==> config.mk <==
export PLATFORM = sky130hd
export DESIGN_NAME = rcfs_sequencer
export DESIGN_NICKNAME = d
export VERILOG_FILES = /design/src/rtl/rcfs_skid_buffer.v /design/src/rtl/rcfs_sequencer.v
export VERILOG_INCLUDE_DIRS = /design/src /design/src/pkg
export SDC_FILE = /design/constraint.sdc
export NUM_CORES = 2
export LEC_CHECK = 0
export ABC_CLOCK_PERIOD_IN_PS = 17000
export BUFFER_PORTS_ARGS = -buffer_cell sky130_fd_sc_hd__buf_2
export CAP_MARGIN = 0
export CORE_MARGIN = 2
export CORE_UTILIZATION = 50
export CTS_CLUSTER_DIAMETER = 150
export DETAILED_ROUTE_END_ITERATION = 10
export PLACE_DENSITY = 0.66
export SLEW_MARGIN = 15
export SYNTH_ARGS = -nofsm -noshare
export SYNTH_HDL_FRONTEND = slang
export SYNTH_SLANG_ARGS = --single-unit
==> constraint.sdc <==
create_clock -name clk -period 17 [get_ports clk]
set_input_delay 4.25 -clock clk [delete_from_list [all_inputs] [get_ports clk]]
set_output_delay 4.25 -clock clk [all_outputs]
set_load 0.02 [all_outputs]
==> src/pkg/rcfs_consts.vh <==
// constants for the rate-change fir sequencer
`ifndef RCFS_CONSTS_VH
`define RCFS_CONSTS_VH
// sequencer states
`define RCFS_ST_IDLE 2'h0
`define RCFS_ST_CALC 2'h1
`define RCFS_ST_EMIT 2'h2
// reset values
`define RCFS_PHASE_RST 8'h00
`define RCFS_ACC_RST 40'h0000000000
`endif

==> src/rtl/rcfs_skid_buffer.v <==
// two-entry valid/ready buffer
`timescale 1ns/1ns
`default_nettype none
module rcfs_skid_buffer #(
  parameter W = 16
) (
  input wire clk,
  input wire resetn,
  input wire inValid,
  output wire inReady,
  input wire [W-1:0] inData,
  output wire outValid,
  input wire outReady,
  output wire [W-1:0] outData
);
  reg [W-1:0] mem_q [0:1];
  reg rdPtr_q;
  reg wrPtr_q;
  reg [1:0] count_q;
  wire push;
  wire pop;
  // honest full and empty from the occupancy count
  assign inReady = (count_q != 2'h2);
  assign outValid = (count_q != 2'h0);
  assign outData = mem_q[rdPtr_q];
  assign push = inValid & inReady;
  assign pop = outValid & outReady;
  // pointer and count update
  always @(posedge clk or negedge resetn) begin
    if (!resetn) begin
      rdPtr_q <= 1'b0;
      wrPtr_q <= 1'b0;
      count_q <= 2'h0;
    end else begin
      if (push) wrPtr_q <= ~wrPtr_q;
      if (pop) rdPtr_q <= ~rdPtr_q;
      if (push && !pop) count_q <= count_q + 2'h1;
      else if (pop && !push) count_q <= count_q - 2'h1;
    end
  end
  // storage, no reset needed
  always @(posedge clk) begin
    if (push) mem_q[wrPtr_q] <= inData;
  end
endmodule
`default_nettype wire

==> src/rtl/rcfs_sequencer.v <==
// decimating/interpolating fir sequencer with datapath
// Notes
// - the coefficient store is read asynchronously: coefData must answer the
//   coefAddr presented in the same cycle.
// - interpRatio must not exceed the tap count; ratios of zero act as one.
// - decimRatio, interpRatio and linearPhase are levels that stay fixed
//   while the sequencer runs; change them only under reset.
// - the sample store has no reset, so the first outputs after reset mix in
//   whatever the store held until the taps have filled.
// - padding zeros cost one idle cycle each but no store space: they only move the
//   start phase that picks the first coefficient.
// - the address register holds on the last tap so that it never points
//   past the coefficients in use.
// - outputs pass a two-entry buffer and a final register, so a stalled
//   receiver holds the sequencer in its emit state without losing a word.
`timescale 1ns/1ns
`default_nettype none
`include "rcfs_consts.vh"
module rcfs_sequencer #(
  parameter DW = 16,
  parameter CW = 16,
  parameter AW = 40,
  parameter NTAPS = 16,
  parameter LOGN = 4
) (
  input wire clk,
  input wire resetn,
  input wire [7:0] decimRatio,
  input wire [7:0] interpRatio,
  input wire linearPhase,
  input wire sampleValid,
  output reg sampleReady,
  input wire [DW-1:0] sampleData,
  output reg [LOGN-1:0] coefAddr,
  input wire [CW-1:0] coefData,
  output reg outValid,
  input wire outReady,
  output reg [AW-1:0] outData
);
  // ******************************************************
  // signals
  // ******************************************************
  // tap count at counter width
  localparam [LOGN:0] NTAPS_W = NTAPS;
  // distance from the newest to the oldest sample in the store
  localparam [LOGN-1:0] LAST_TAP = NTAPS_W[LOGN-1:0] -
    {{(LOGN-1){1'b0}}, 1'b1};
  reg [DW-1:0] store_q [0:NTAPS-1];
  reg [LOGN-1:0] wrAddr_q;
  reg [1:0] state_q;
  reg [7:0] phase_q;
  reg [7:0] toGo_q;
  reg [LOGN-1:0] dataIdx_q;
  reg [LOGN:0] coefIdx_q;
  reg [LOGN:0] tapCnt_q;
  reg [AW-1:0] acc_q;
  reg bufValid_q;
  reg [AW-1:0] bufData_q;
  wire bufReady;
  wire obValid;
  wire [AW-1:0] obData;
  wire [7:0] qRatio;
  wire [7:0] pRatio;
  wire [8:0] phaseSum;
  wire [8:0] phaseWrap;
  wire [LOGN:0] halfTaps;
  wire [LOGN-1:0] newest;
  wire [LOGN-1:0] mirror;
  wire [DW:0] pairSum;
  wire signed [DW+CW:0] prod;
  wire take;
  wire zeroStep;
  wire lastTap;
  // ratios of zero act as one
  assign qRatio = (interpRatio == 8'h00) ? 8'h01 : interpRatio;
  assign pRatio = (decimRatio == 8'h00) ? 8'h01 : decimRatio;
  assign halfTaps = linearPhase ? (NTAPS_W >> 1) : NTAPS_W;
  assign newest = wrAddr_q - {{(LOGN-1){1'b0}}, 1'b1};
  // ******************************************************
  // input acceptance and zero accounting
  // ******************************************************
  // phase + 1 marks one padding zero; at q it wraps to a true sample slot
  assign phaseSum = {1'b0, phase_q} + 9'h001;
  assign phaseWrap = (phaseSum >= {1'b0, qRatio}) ? 9'h000 : phaseSum;
  // a slot is a zero if the next phase is non-zero
  assign zeroStep = (state_q == `RCFS_ST_IDLE) && (toGo_q != 8'h00) &&
    (phaseWrap != 9'h000);
  assign take = (state_q == `RCFS_ST_IDLE) && (toGo_q != 8'h00) &&
    (phaseWrap == 9'h000) && sampleValid && sampleReady;
  // write port of the cyclic store, only in idle (no computation)
  always @(posedge clk) begin
    if (take) store_q[wrAddr_q] <= sampleData;
  end
  // ******************************************************
  // datapath: unchanged multiply-accumulate
  // ******************************************************
  // oldest sample plus the tap index pairs with newest minus the index
  assign mirror = newest - LAST_TAP + dataIdx_q;
  assign pairSum = linearPhase ?
    {store_q[newest - dataIdx_q][DW-1], store_q[newest - dataIdx_q]} +
    {store_q[mirror][DW-1], store_q[mirror]} :
    {store_q[newest - dataIdx_q][DW-1], store_q[newest - dataIdx_q]};
  assign prod = $signed(pairSum) * $signed(coefData);
  // last tap when the next coefficient would leave the used range;
  // one spare bit keeps the sum from wrapping
  assign lastTap = ({1'b0, coefIdx_q} + {1'b0, qRatio[LOGN:0]}) >=
    {1'b0, halfTaps};
  // ******************************************************
  // control sequencer
  // ******************************************************
  always @(posedge clk or negedge resetn) begin
    if (!resetn) begin
      state_q <= `RCFS_ST_IDLE;
      phase_q <= `RCFS_PHASE_RST;
      toGo_q <= 8'h01;
      wrAddr_q <= {LOGN{1'b0}};
      dataIdx_q <= {LOGN{1'b0}};
      coefIdx_q <= {(LOGN+1){1'b0}};
      tapCnt_q <= {(LOGN+1){1'b0}};
      acc_q <= `RCFS_ACC_RST;
      coefAddr <= {LOGN{1'b0}};
      sampleReady <= 1'b0;
      bufValid_q <= 1'b0;
      bufData_q <= `RCFS_ACC_RST;
    end else begin
      sampleReady <= 1'b0;
      case (state_q)
        `RCFS_ST_IDLE: begin
          if (toGo_q == 8'h00) begin
            // first coefficient is the start phase of the newest point
            coefIdx_q <= {1'b0, phase_q[LOGN-1:0]};
            coefAddr <= phase_q[LOGN-1:0];
            dataIdx_q <= {LOGN{1'b0}};
            acc_q <= `RCFS_ACC_RST;
            state_q <= `RCFS_ST_CALC;
          end else if (zeroStep) begin
            // apparent zero: no store write, start moves on
            phase_q <= phaseWrap[7:0];
            toGo_q <= toGo_q - 8'h01;
          end else if (take) begin
            wrAddr_q <= wrAddr_q + {{(LOGN-1){1'b0}}, 1'b1};
            phase_q <= 8'h00;
            toGo_q <= toGo_q - 8'h01;
          end else begin
            sampleReady <= 1'b1;
          end
        end
        `RCFS_ST_CALC: begin
          acc_q <= acc_q + {{(AW-DW-CW-1){prod[DW+CW]}}, prod};
          dataIdx_q <= dataIdx_q + {{(LOGN-1){1'b0}}, 1'b1};
          coefIdx_q <= coefIdx_q + qRatio[LOGN:0];
          // prefetch the next coefficient, hold on the last tap
          if (lastTap) begin
            state_q <= `RCFS_ST_EMIT;
          end else begin
            coefAddr <= coefIdx_q[LOGN-1:0] + qRatio[LOGN-1:0];
          end
        end
        `RCFS_ST_EMIT: begin
          if (!bufValid_q) begin
            bufValid_q <= 1'b1;
            bufData_q <= acc_q;
            toGo_q <= pRatio;
            state_q <= `RCFS_ST_IDLE;
          end
        end
        default: state_q <= `RCFS_ST_IDLE;
      endcase
      if (bufValid_q && bufReady) bufValid_q <= 1'b0;
    end
  end
  // ******************************************************
  // output buffer and registered output
  // ******************************************************
  rcfs_skid_buffer #(
    .W(AW)
  ) u_buf (
    .clk(clk),
    .resetn(resetn),
    .inValid(bufValid_q),
    .inReady(bufReady),
    .inData(bufData_q),
    .outValid(obValid),
    .outReady(~outValid | outReady),
    .outData(obData)
  );
  // output stage straight from flops
  always @(posedge clk or negedge resetn) begin
    if (!resetn) begin
      outValid <= 1'b0;
      outData <= `RCFS_ACC_RST;
    end else if (!outValid || outReady) begin
      outValid <= obValid;
      outData <= obData;
    end
  end
endmodule
`default_nettype wire

==> results.toml <==
[outcome]
status = "finished clean"

[worst_setup_path]
required_ps = 17470
crit_arrival_ps = 14390
max_stage_delay_ps = 990
path_common_cell = "fa_1"
path_max_fanout = 30
worst_setup_path_end_kind = "flop"
critPathKind = "reg2reg"
crit_path_start_kind = "flop"
slowest_stage = "fa_2"

[drt]
vias = 23010
drt_iter0_drc = 1661
first_pass_iters = 6
drcViolationCount = 0
antenna_left = 0
wire_per_inst_um = 21.21
drt_wl_total_mm = 84.48
vias_per_cell = 5.776

[cells_and_area]
drive_gt1_share_pct = 15.12
fin_nets = 3507
nFillCells = 5810
fin_util_pct = 55.25
syn_to_final_growth_pct = 9.122

[job]
maxCapViolCount = 0

[global_route]
grt_pass1_vias = 24550
antenna_found_initial = 3
grt_most_used_layer = "met2"
grt_first_pass_wirelength_mm = 134.9
grt_max_degree = 96
met3_usage_pct = 2.743
grt.total_usage_pct = 23.33
gr-total-overflow = 0
use_met2_pct = 41.88
use_met1_pct = 29.40

[floorplan]
rows = 97
dieArea_sq_um = 73310
ios = 99
start_util_pct = 50.63
core_sq_um = 70270
die_h_um = 270.8
die_x_um = 270.8

[synth]
synth_ff_type = "edfxtp_1"
synth_edf_count = 336
ys_top_cells_by_count = "344 x inv_1, 336 x edfxtp_1, 281 x fa_1"
yosys-top-cells-area = "edfxtp_1 28%, fa_1 16%, dfrtp_1 11%, mux4_2 9.1%, ha_1 5.9%"
synth_cell_type_count = 86
syn_inst = 2956
synth.cell_area_sq_um = 35580
yosysMostFrequentCell = "inv_1"
synth_top_area_share_pct = 28.36
synth-async-reset-ratio_pct = 32.53
yosysSeqAreaShare_pct = 39.75
yosys_warnings = 0
ys_ff_latch = 498
synth_fp_nets = 3459
avgSynthCellArea_sq_um = 12.04
post-synth-top-area-cell = "edfxtp_1"

[sta]
rsz0062_at_grt = "false"
fin_hold_ws_ps = 464.8
slew_violations = 0
tightest_slew_ps = 1218
fmax_mhz = 71.80
slew_headroom_pct = 18.79
hold_viol = 0
fin_crit_ps = 13930
finalSetupViolCount = 0
setup_tns_ps = 0
final.setup_skew_ps = 48.57
period_share_pct = 81.93

[cts]
root_buffer = "clkbuf_16"
clk_pin_slew_ps = 60
clkLatencyLatePin_ps = 620
cts_hold_buf = 0
clk_path_buf_depth = 3
cts_tree = "done"
clock-sinks = 498
htree_levels = 2
numCtsBuffers = 52
postCtsSetupBuffers = 0
ctsResizeCount = 0

[placed_design]
place_hpwl_mm = 59.75
io_buffers = 98
gp_congestion = 0.9005

[min_path]
min_path_type = "reg2reg"
## placed cells by master (no fill, tap or decap), types with 65 or more instances in the layout
cell type | Yosys | layout
buf_2 | 39 | 97
dfrtp_1 | 161 | 160
fa_1 | 281 | 279
mux4_2 | 144 | 144
a21oi_1 | 88 | 88
ha_1 | 169 | 168
nand2_1 | 240 | 240
nor2_1 | 101 | 99
o21ai_0 | 116 | 116
inv_1 | 344 | 344
xnor2_1 | 66 | 65
and2_1 | 109 | 109
edfxtp_1 | 336 | 336
## final timing paths
kind,slack [ps],start,depth (start not counted),end
min in group asynchronous,3730,resetn,1,outData[35]$_DFFE_PN0N_
max reg2reg,3070,wrAddr_q[0]$_DFFE_PN0P_,48,acc_q[36]$_DFFE_PN0P_
min reg2reg,460,bufData_q[22]$_DFFE_PN0P_,0,u_buf.mem_q[1][22]$_DFFE_PP_
max,3070,wrAddr_q[0]$_DFFE_PN0P_,48,acc_q[36]$_DFFE_PN0P_
max in group asynchronous,11800,resetn,2,u_buf.rdPtr_q$_DFFE_PN0P_
min,460,bufData_q[22]$_DFFE_PN0P_,0,u_buf.mem_q[1][22]$_DFFE_PP_
## layout make-up
class | instances | area, sq um | area share [%]
diodes | 1 | 2.502 | 0.006445
clock buffers | 67 | 1388 | 3.574
clock inverters | 25 | 289.0 | 0.7444
inverters | 345 | 1295 | 3.335
multi-input cells | 1962 | 19660 | 50.62
flip-flops and latches | 498 | 14150 | 36.43
well taps | 940 | 1176 | 3.029
repair buffers | 145 | 874.6 | 2.253
## kinds of logic (layout without fill, tap and decap cells)
| kind of cell | count (synthesis) | after routing | synth area share (%) |
|---|---|---|---|
| muxes | 256 | 256 | 12.44 |
| adders and majority gates | 450 | 450 | 21.75 |
| buffers and inverters | 496 | 582 | 5.475 |
| DFF | 498 | 498 | 39.75 |
| other | 0 | 1 | 0 |
| AOI/OAI and AO/OA | 426 | 426 | 7.585 |
| xor gates and xnor gates | 105 | 105 | 2.606 |
| and+or+nand+nor | 725 | 725 | 10.39 |
## metrics by stage
| step | area (sq um) | std cells | setup WS [ps] |
|---|---|---|---|
| after global placement | 37130 | 3889 | 3305 |
| after global routing | 38830 | 3983 | 2223 |
| final | 38830 | 3983 | 3073 |
| after floorplan | 35580 | 2956 | 4398 |
| after detailed placement | 37130 | 3889 | 3106 |
| after CTS | 38800 | 3981 | 3096 |
## registers in the layout (all words and copies together), names as in the netlist, 5 cells and up
| name | flops |
|---|---|
| acc_q | 40 |
| u_buf.mem_q | 80 |
| toGo_q | 8 |
| coefIdx_q | 5 |
| store_q | 256 |
| bufData_q | 40 |
| phase_q | 8 |
| outData | 40 |
## per-layer routing
metal,up-vias,wire [um]
met1,11700,33650
met4,2,2707
met3,186,4104
met5,-,13
met2,698,44010
li1,10420,-
## critical path, delay by kind of cell, from the launching register on
family          cells  cell delay [ps]
fa+ha+maj          12             5760
compound gates     20             4960
xor+xnor            2              270
buf+inv             8             1200
mux                 1              280
simple gates        5              770
flops               1              500
Power is not shown: default switching activity piles up to over one toggle a cycle in this logic, so the estimate is an artifact.
